<file path="config.mk">
export PLATFORM = sky130hd
export DESIGN_NAME = bpc_top
export DESIGN_NICKNAME = d
export VERILOG_FILES = /design/src/rtl/bpc_pkg.sv /design/src/rtl/bpc_oc_timer.sv /design/src/rtl/bpc_top.sv
export SDC_FILE = /design/constraint.sdc
export NUM_CORES = 2
export LEC_CHECK = 0
export BUFFER_PORTS_ARGS = -buffer_cell sky130_fd_sc_hd__buf_2
export CORE_MARGIN = 2
export CORE_UTILIZATION = 25
export DETAILED_ROUTE_END_ITERATION = 12
export PLACE_DENSITY = 0.38
export SYNTH_ARGS = -nofsm -noshare
export SYNTH_HDL_FRONTEND = slang
export SYNTH_SLANG_ARGS = --single-unit
</file>
<file path="constraint.sdc">
create_clock -name ref_clk -period 31.9 [get_ports ref_clk]
set_input_delay 6.38 -clock ref_clk [delete_from_list [all_inputs] [get_ports ref_clk]]
set_output_delay 6.38 -clock ref_clk [all_outputs]
set_load 0.005 [all_outputs]
</file>
<file path="src/rtl/bpc_pkg.sv">
// Purpose: shared constants for the battery protection controller
// Assumes: cell voltages in mV, currents in units of 0.1 A
// Notes:   register indices are word addresses on the plain register port
package bpc_pkg;
  localparam int          BPC_CELLS      = 8;
  localparam int          BPC_VW         = 16;
  localparam int          BPC_IW         = 16;
  localparam int          BPC_AW         = 4;
  localparam int          BPC_DW         = 32;
  // one second tick from the 100 MHz clock
  localparam int          BPC_CLK_HZ     = 100000000;
  localparam int          BPC_TICK_CYC   = BPC_CLK_HZ;
  // register word indices
  localparam logic [3:0]  BPC_REG_CTRL   = 4'h0;
  localparam logic [3:0]  BPC_REG_BALDIF = 4'h1;
  localparam logic [3:0]  BPC_REG_BALCUR = 4'h2;
  localparam logic [3:0]  BPC_REG_OVC    = 4'h3;
  localparam logic [3:0]  BPC_REG_UVC    = 4'h4;
  localparam logic [3:0]  BPC_REG_SDV    = 4'h5;
  localparam logic [3:0]  BPC_REG_CHGI   = 4'h6;
  localparam logic [3:0]  BPC_REG_DSGI   = 4'h7;
  localparam logic [3:0]  BPC_REG_CHGT   = 4'h8;
  localparam logic [3:0]  BPC_REG_DSGT   = 4'h9;
  localparam logic [3:0]  BPC_REG_STAT   = 4'ha;
  // control fields
  localparam int          BPC_C_BAL      = 0;
  localparam int          BPC_C_HEAT     = 1;
  localparam int          BPC_C_NOLIM    = 2;
  localparam int          BPC_C_IGN      = 3;
  localparam int          BPC_C_CHGDET   = 4;
  // status fields
  localparam int          BPC_S_OV       = 0;
  localparam int          BPC_S_UV       = 1;
  localparam int          BPC_S_COC      = 2;
  localparam int          BPC_S_DOC      = 3;
  localparam int          BPC_S_CHG      = 4;
  localparam int          BPC_S_DSG      = 5;
  localparam int          BPC_S_BAL      = 6;
  localparam int          BPC_S_OFF      = 7;
  // reset values and caps
  localparam logic [4:0]  BPC_CTRL_RST   = 5'h01;
  localparam logic [15:0] BPC_BALDIF_RST = 16'h000a;
  localparam logic [15:0] BPC_BALCUR_MAX = 16'h0014;
  localparam logic [15:0] BPC_OVP_RST    = 16'h0e42;
  localparam logic [15:0] BPC_OVR_RST    = 16'h0d48;
  localparam logic [15:0] BPC_UVP_RST    = 16'h0a8c;
  localparam logic [15:0] BPC_UVR_RST    = 16'h0bb8;
  localparam logic [15:0] BPC_SDV_RST    = 16'h09c4;
  localparam logic [15:0] BPC_CHGI_RST   = 16'h0640;
  localparam logic [15:0] BPC_DSGI_MAX   = 16'h07d0;
  localparam logic [15:0] BPC_DSGI_RST   = 16'h07d0;
  localparam logic [15:0] BPC_DLY_RST    = 16'h0005;
  localparam logic [15:0] BPC_REL_RST    = 16'h003c;
endpackage : bpc_pkg

</file>
<file path="src/rtl/bpc_oc_timer.sv">
// Purpose: overcurrent delay and release timer, counting second ticks
// Assumes: tick is a one-cycle pulse once a second
// Notes:   a zero delay trips on the first tick while over the limit
`timescale 1ns/100ps
module bpc_oc_timer
  import bpc_pkg::*;
(
  input  wire logic        ref_clk,
  input  wire logic        reset_n,
  input  wire logic        tick,
  input  wire logic        over,
  input  wire logic [15:0] delay_s,
  input  wire logic [15:0] release_s,
  output logic             tripped
);
  logic [15:0] cnt_ff;
  logic        trip_ff;
  wire  logic  dly_done = (cnt_ff >= delay_s);
  wire  logic  rel_done = (cnt_ff >= release_s);

  always_ff @(posedge ref_clk) begin
    if (!reset_n) begin
      cnt_ff  <= 16'h0000;
      trip_ff <= 1'b0;
    end else if (!trip_ff) begin
      if (!over) begin
        cnt_ff <= 16'h0000;
      end else if (tick && dly_done) begin
        trip_ff <= 1'b1;
        cnt_ff  <= 16'h0000;
      end else if (tick) begin
        cnt_ff <= cnt_ff + 16'h0001;
      end
    end else if (tick) begin
      if (rel_done) begin
        trip_ff <= 1'b0;
        cnt_ff  <= 16'h0000;
      end else begin
        cnt_ff <= cnt_ff + 16'h0001;
      end
    end
  end

  assign tripped = trip_ff;
endmodule // bpc_oc_timer

</file>
<file path="src/rtl/bpc_top.sv">
// Purpose: protection and balancing controller for a series cell pack
// Assumes: cell voltages and currents sampled synchronously to ref_clk
// Notes:   registers are word-indexed; read data valid one cycle later
//
// The register offsets and strobed register access are this design's own decisions.
`timescale 1ns/100ps
module bpc_top
  import bpc_pkg::*;
#(
  parameter int CELLS    = BPC_CELLS,
  parameter int TICK_CYC = BPC_TICK_CYC,
  parameter logic [15:0] BAL_MAX = BPC_BALCUR_MAX
)(
  input  wire logic                   ref_clk,
  input  wire logic                   reset_n,
  input  wire logic [CELLS*BPC_VW-1:0] cell_mv,
  input  wire logic [BPC_IW-1:0]      chg_current,
  input  wire logic [BPC_IW-1:0]      dsg_current,
  input  wire logic                   charging,
  input  wire logic                   discharging,
  input  wire logic                   over_temp,
  input  wire logic                   ignition_sense_pos,
  input  wire logic                   ignition_sense_neg,
  input  wire logic                   charger_sense,
  input  wire logic [BPC_AW-1:0]      reg_addr,
  input  wire logic [BPC_DW-1:0]      reg_wdata,
  input  wire logic                   reg_wr,
  input  wire logic                   reg_rd,
  output logic [BPC_DW-1:0]           reg_rdata,
  output logic                        chg_en,
  output logic                        dsg_en,
  output logic                        bal_on,
  output logic [15:0]                 bal_current,
  output logic                        heater_on,
  output logic                        alarm,
  output logic                        power_off
);
  // ==========================================================
  // configuration registers
  logic [4:0]    ctrl_ff;
  logic [15:0]   baldif_ff;
  logic [15:0]   balcur_ff;
  logic [15:0]   ovp_ff;
  logic [15:0]   ovr_ff;
  logic [15:0]   uvp_ff;
  logic [15:0]   uvr_ff;
  logic [15:0]   sdv_ff;
  logic [15:0]   chgi_ff;
  logic [15:0]   dsgi_ff;
  logic [15:0]   cdly_ff;
  logic [15:0]   crel_ff;
  logic [15:0]   ddly_ff;
  logic [15:0]   drel_ff;
  logic [BPC_DW-1:0] rdata_ff;

  wire logic [15:0] wd_lo = reg_wdata[15:0];
  wire logic [15:0] wd_hi = reg_wdata[31:16];
  wire logic [15:0] nxt_dsgi = (wd_lo > BPC_DSGI_MAX) ? BPC_DSGI_MAX : wd_lo;
  wire logic w_ctrl   = reg_wr && (reg_addr == BPC_REG_CTRL);
  wire logic w_baldif = reg_wr && (reg_addr == BPC_REG_BALDIF);
  wire logic w_balcur = reg_wr && (reg_addr == BPC_REG_BALCUR);
  wire logic w_ovc    = reg_wr && (reg_addr == BPC_REG_OVC);
  wire logic w_uvc    = reg_wr && (reg_addr == BPC_REG_UVC);
  wire logic w_sdv    = reg_wr && (reg_addr == BPC_REG_SDV);
  wire logic w_chgi   = reg_wr && (reg_addr == BPC_REG_CHGI);
  wire logic w_dsgi   = reg_wr && (reg_addr == BPC_REG_DSGI);
  wire logic w_chgt   = reg_wr && (reg_addr == BPC_REG_CHGT);
  wire logic w_dsgt   = reg_wr && (reg_addr == BPC_REG_DSGT);

  always_ff @(posedge ref_clk) begin
    if (!reset_n) begin
      ctrl_ff   <= BPC_CTRL_RST;
      baldif_ff <= BPC_BALDIF_RST;
      balcur_ff <= BAL_MAX;
      ovp_ff    <= BPC_OVP_RST;
      ovr_ff    <= BPC_OVR_RST;
      uvp_ff    <= BPC_UVP_RST;
      uvr_ff    <= BPC_UVR_RST;
      sdv_ff    <= BPC_SDV_RST;
      chgi_ff   <= BPC_CHGI_RST;
      dsgi_ff   <= BPC_DSGI_RST;
      cdly_ff   <= BPC_DLY_RST;
      crel_ff   <= BPC_REL_RST;
      ddly_ff   <= BPC_DLY_RST;
      drel_ff   <= BPC_REL_RST;
    end else begin
      if (w_ctrl) ctrl_ff <= reg_wdata[4:0];
      if (w_baldif) baldif_ff <= wd_lo;
      if (w_balcur) balcur_ff <= (wd_lo > BAL_MAX) ? BAL_MAX : wd_lo;
      if (w_ovc) begin
        ovp_ff <= wd_lo;
        ovr_ff <= wd_hi;
      end
      if (w_uvc) begin
        uvp_ff <= wd_lo;
        uvr_ff <= wd_hi;
      end
      if (w_sdv) sdv_ff <= wd_lo;
      if (w_chgi) chgi_ff <= wd_lo;
      if (w_dsgi) dsgi_ff <= nxt_dsgi;
      if (w_chgt) begin
        cdly_ff <= wd_lo;
        crel_ff <= wd_hi;
      end
      if (w_dsgt) begin
        ddly_ff <= wd_lo;
        drel_ff <= wd_hi;
      end
    end
  end

  // ==========================================================
  // cell comparisons, one generate loop over the cells
  logic [CELLS-1:0] c_ov;
  logic [CELLS-1:0] c_ovr;
  logic [CELLS-1:0] c_uv;
  logic [CELLS-1:0] c_uvr;
  logic [CELLS-1:0] c_sd;
  logic [BPC_VW-1:0] vmax [CELLS];
  logic [BPC_VW-1:0] vmin [CELLS];

  genvar gi;
  generate
    for (gi = 0; gi < CELLS; gi++) begin : g_cell
      wire logic [BPC_VW-1:0] v = cell_mv[gi*BPC_VW +: BPC_VW];
      assign c_ov[gi]  = (v > ovp_ff);
      assign c_ovr[gi] = (v < ovr_ff);
      assign c_uv[gi]  = (v < uvp_ff);
      assign c_uvr[gi] = (v > uvr_ff);
      assign c_sd[gi]  = (v < sdv_ff);
      if (gi == 0) begin : g_first
        assign vmax[gi] = v;
        assign vmin[gi] = v;
      end else begin : g_next
        assign vmax[gi] = (v > vmax[gi-1]) ? v : vmax[gi-1];
        assign vmin[gi] = (v < vmin[gi-1]) ? v : vmin[gi-1];
      end
    end
  endgenerate

  wire logic [BPC_VW-1:0] spread = vmax[CELLS-1] - vmin[CELLS-1];

  // ==========================================================
  // one-second tick; long count kept as a parameter
  logic [31:0] div_ff;
  wire  logic  tick = (div_ff == 32'(TICK_CYC - 1));

  always_ff @(posedge ref_clk) begin
    if (!reset_n) div_ff <= 32'h00000000;
    else if (tick) div_ff <= 32'h00000000;
    else div_ff <= div_ff + 32'h00000001;
  end

  // ==========================================================
  // voltage trip flags
  logic ov_ff;
  logic uv_ff;
  logic off_ff;
  logic bal_ff;
  logic heat_ff;
  logic alarm_ff;

  always_ff @(posedge ref_clk) begin
    if (!reset_n) begin
      ov_ff  <= 1'b0;
      uv_ff  <= 1'b0;
      off_ff <= 1'b0;
    end else begin
      if (charging && |c_ov) ov_ff <= 1'b1;
      else if (&c_ovr) ov_ff <= 1'b0;
      if (discharging && |c_uv) uv_ff <= 1'b1;
      else if (&c_uvr) uv_ff <= 1'b0;
      if (|c_sd) off_ff <= 1'b1;
    end
  end

  // ==========================================================
  // current trips
  logic coc;
  logic doc;
  // limit-disable bit suppresses charge current trip
  wire logic chg_over = (chg_current > chgi_ff) && !ctrl_ff[BPC_C_NOLIM];
  wire logic dsg_over = (dsg_current > dsgi_ff);

  bpc_oc_timer u_chg_oc (
    .ref_clk   (ref_clk),
    .reset_n   (reset_n),
    .tick      (tick),
    .over      (chg_over),
    .delay_s   (cdly_ff),
    .release_s (crel_ff),
    .tripped   (coc)
  );

  bpc_oc_timer u_dsg_oc (
    .ref_clk   (ref_clk),
    .reset_n   (reset_n),
    .tick      (tick),
    .over      (dsg_over),
    .delay_s   (ddly_ff),
    .release_s (drel_ff),
    .tripped   (doc)
  );

  // ==========================================================
  // path enables and auxiliary outputs
  // ignition sense active by voltage or short
  wire logic ign_ok  = !ctrl_ff[BPC_C_IGN] ||
                       (ignition_sense_pos ^ ignition_sense_neg) ||
                       (ignition_sense_pos & ignition_sense_neg);
  wire logic chg_ok  = !ctrl_ff[BPC_C_CHGDET] || charger_sense;
  // enables are AND of untripped conditions and the ignition or charger sense check
  wire logic nxt_chg = !ov_ff && !coc && chg_ok && !off_ff;
  wire logic nxt_dsg = !uv_ff && !doc && ign_ok && !off_ff;
  wire logic nxt_bal = ctrl_ff[BPC_C_BAL] && (spread > baldif_ff) && !off_ff;
  wire logic nxt_alarm = over_temp || ov_ff || uv_ff;
  logic chg_ff;
  logic dsg_ff;

  always_ff @(posedge ref_clk) begin
    if (!reset_n) begin
      chg_ff   <= 1'b0;
      dsg_ff   <= 1'b0;
      bal_ff   <= 1'b0;
      heat_ff  <= 1'b0;
      alarm_ff <= 1'b0;
    end else begin
      chg_ff   <= nxt_chg;
      dsg_ff   <= nxt_dsg;
      bal_ff   <= nxt_bal;
      heat_ff  <= ctrl_ff[BPC_C_HEAT];
      alarm_ff <= nxt_alarm;
    end
  end

  // ==========================================================
  // read path; unmapped indices read zero
  logic [7:0] stat;
  assign stat[BPC_S_OV]  = ov_ff;
  assign stat[BPC_S_UV]  = uv_ff;
  assign stat[BPC_S_COC] = coc;
  assign stat[BPC_S_DOC] = doc;
  assign stat[BPC_S_CHG] = chg_ff;
  assign stat[BPC_S_DSG] = dsg_ff;
  assign stat[BPC_S_BAL] = bal_ff;
  assign stat[BPC_S_OFF] = off_ff;

  logic [BPC_DW-1:0] rmux;
  always_comb begin
    unique case (reg_addr)
      BPC_REG_CTRL:   rmux = {27'h0, ctrl_ff};
      BPC_REG_BALDIF: rmux = {16'h0, baldif_ff};
      BPC_REG_BALCUR: rmux = {16'h0, balcur_ff};
      BPC_REG_OVC:    rmux = {ovr_ff, ovp_ff};
      BPC_REG_UVC:    rmux = {uvr_ff, uvp_ff};
      BPC_REG_SDV:    rmux = {16'h0, sdv_ff};
      BPC_REG_CHGI:   rmux = {16'h0, chgi_ff};
      BPC_REG_DSGI:   rmux = {16'h0, dsgi_ff};
      BPC_REG_CHGT:   rmux = {crel_ff, cdly_ff};
      BPC_REG_DSGT:   rmux = {drel_ff, ddly_ff};
      BPC_REG_STAT:   rmux = {24'h0, stat};
      default:        rmux = 32'h00000000;
    endcase
  end

  always_ff @(posedge ref_clk) begin
    if (!reset_n) rdata_ff <= 32'h00000000;
    else if (reg_rd) rdata_ff <= rmux;
    else rdata_ff <= 32'h00000000;
  end

  assign reg_rdata   = rdata_ff;
  assign chg_en      = chg_ff;
  assign dsg_en      = dsg_ff;
  assign bal_on      = bal_ff;
  assign bal_current = balcur_ff;
  assign heater_on   = heat_ff;
  assign alarm       = alarm_ff;
  assign power_off   = off_ff;
endmodule // bpc_top

</file>
==> results.txt <==
outcome = finished, final reports clean
Power Density = 63.2 nW/um^2
Die H = 387 um
Area Growth Syn to Fin = 13.3%
max_cap viols = 0
share of cells above drive strength 1 = 9.47%
Worst path slowest cell = a31oi_4
Final Skew = 31.1 ps
WL/cell = 26.2 um
worst endpoint data arrival time = 28850 ps
Syn Area/Cell = 8.10 um^2
via count = 34.5k
Boundary Pins = 260
Worst Hold Slack = 465 ps
deepest clock path buffer count = 3
IR drop worst, VDD = 0.0000949 V
Clk pin slew, worst setup/hold paths = 70 ps
Post-Synthesis Cell Area = 36800 um^2
DRT Wirelength = 175000 um
worst path required time = 32360 ps
Slew HR = 20.1%
DP HPWL = 142000 um
Yosys reg bits = 319
dpl ws = 3210 ps
CTS Root Buffer Type = clkbuf_16
Sum Neg Setup Slack = 0 ps
worst-skew pair later-pin latency = 590 ps
Synth Warn # = 0
top post-synthesis cells by area = ha_1 32%, dfxtp_1 17%, a21o_1 7.2%
Worst-Margin Slew = 1200 ps
Die X = 387 um
FFs w/ async S/R, synth = 0%
DR pass1 iterations = 5
Hold Crit Class = reg2reg
worst-path maximum fanout = 33
final-report setup violation count = 0
hold buffer count at cts = 0
top_reg_cell synth = dfxtp_1
die area = 150000 um^2
nets@finish = 5887
Inserted Clock Buffers = 41
final worst setup slack = 3510 ps
initial antenna violation count = 25
final worst-path cycle share = 89.0%
largest net degree at the start of global routing = 105
syn nets = 5684
register area share after synthesis = 17.4%
Buffers on Ports = 259
CTS tree = built
cells after synthesis = 4538
top cells by count, synth = 939 x ha_1, 457 x nand2_1, 438 x a21oi_1
Post-CTS Repair Setup Buffers = 0
Finished Layout Cells = 6700
Yosys top cell area share = 32.0%
Sink Count = 319
Fmax = 35.2 MHz
Post-synth EDFFs = 0
Detail Route Antenna Nets = 0
first-pass GRT wire length = 251000 um
cell mode on critical path = a21oi_1
vias in the first global route = 33.6k
Starting Density = 25.2%
Period minus WS final = 28390 ps
Distinct cells, synth = 93
Total Routing Usage GR = 22.7%
post_cts resized = 0
hold path startpoint = div_ff[0]
slowest stage delay, CP = 770 ps
leading area contributor after synthesis = ha_1
leakage dissipation = 19.8 nW
drt via density = 5.14
RR Startpoint = uvr_ff[5]
critical path type = in2reg
grt ovf = 0
Final Hold Viols = 0
drt initial violations = 2566
unrepaired setup endpoints after global routing = no
Power Total = 2.63 mW
CTS HTree Levels = 2
CP startpoint kind = input pin
Crit. End Element = flop
count leader, synth = ha_1
GP Congestion = 0.915
site row count = 140
Post-route DRC = 0
core region area = 146000 um^2
placed cells = 6615
crit path launch = cell_mv[11]
Max Slew Vio Count = 0
-- cell families (layout without fill, tap and decap cells) --
group	after synthesis	count (layout)	share of synthesized area [%]
compound gates	1323	1323	23.1
simple gates	1254	1254	16.9
fa+ha+maj	940	940	32.0
buf+inv	503	736	5.23
flops	319	319	17.4
mux	129	129	3.69
xor+xnor	70	70	1.67
other cells	0	12	0
-- worst max-delay path: cells and delay by family --
kind / cells / cell delay, ps
xor+xnor: 1 / 130
fa+ha+maj: 9 / 2690
mux: 6 / 1830
simple gates: 32 / 5320
buf+inv: 7 / 900
compound gates: 55 / 11520
-- report_power, final --
part	total, mW	switching [mW]	internal (mW)
sequential	0.412	0.00790	0.404
clock	0.482	0.198	0.284
combinational	1.74	1.03	0.708
-- sequential cells by signal, summed over array words and instances (netlist names), 5 cells and up --
name	flops
crel_ff	16
chgi_ff	16
uvr_ff	16
bal_current	16
ovr_ff	16
ovp_ff	16
ctrl_ff	5
u_chg_oc.cnt_ff	16
sdv_ff	16
drel_ff	16
reg_rdata	32
cdly_ff	16
ddly_ff	16
u_dsg_oc.cnt_ff	16
dsgi_ff	16
div_ff	32
uvp_ff	16
baldif_ff	16
-- per-stage QoR --
stage          instance area (um^2)  util, %
2_1_floorplan                 36800        -
3_5_place_dp                  40300     27.6
4_1_cts                       41600     28.5
5_1_grt                       41700     28.6
6_report                      41700     28.6
3_3_place_gp                  40300     27.6
-- cells in the final DEF, fill, tap and decap left out, drive strengths merged, types with 46 or more instances in the layout --
master	n
o21ai	207
a22oi	67
nor2	203
dfxtp	319
inv	365
a21oi	438
nor3	64
clkbuf	61
nand2b	129
mux2i	83
nand2	457
nor2b	114
mux2	46
buf	301
nand4	119
a21o	352
ha	939
o211ai	49
-- layout make-up --
type                            count  area [um^2]
Fill cell                       15752       104000
Multi-Input combinational cell   3716        28500
Sequential cell                   319         6390
Tap cell                         1917         2400
Timing Repair Buffer              301         1610
Inverter                          362         1360
Clock buffer                       61         1230
Clock inverter                     12          143
Antenna cell                       12         30.0
-- path summary, 6_finish.rpt --
kind / depth (start not counted) / slack [ps] / end
max reg2reg: 12 / 26870 / uv_ff
min reg2reg: 1 / 470 / div_ff[0]
min: 1 / 470 / div_ff[0]
max: 110 / 3510 / bal_on
-- layer usage --
layer,vias up,track usage (%),routed length (um)
li1,16961,-,-
met1,16374,34.1,89300
met2,955,34.8,74100
met3,163,2.25,8330
met4,14,4.71,3540
met5,-,0,80
Power figures use the tool's default switching activity.
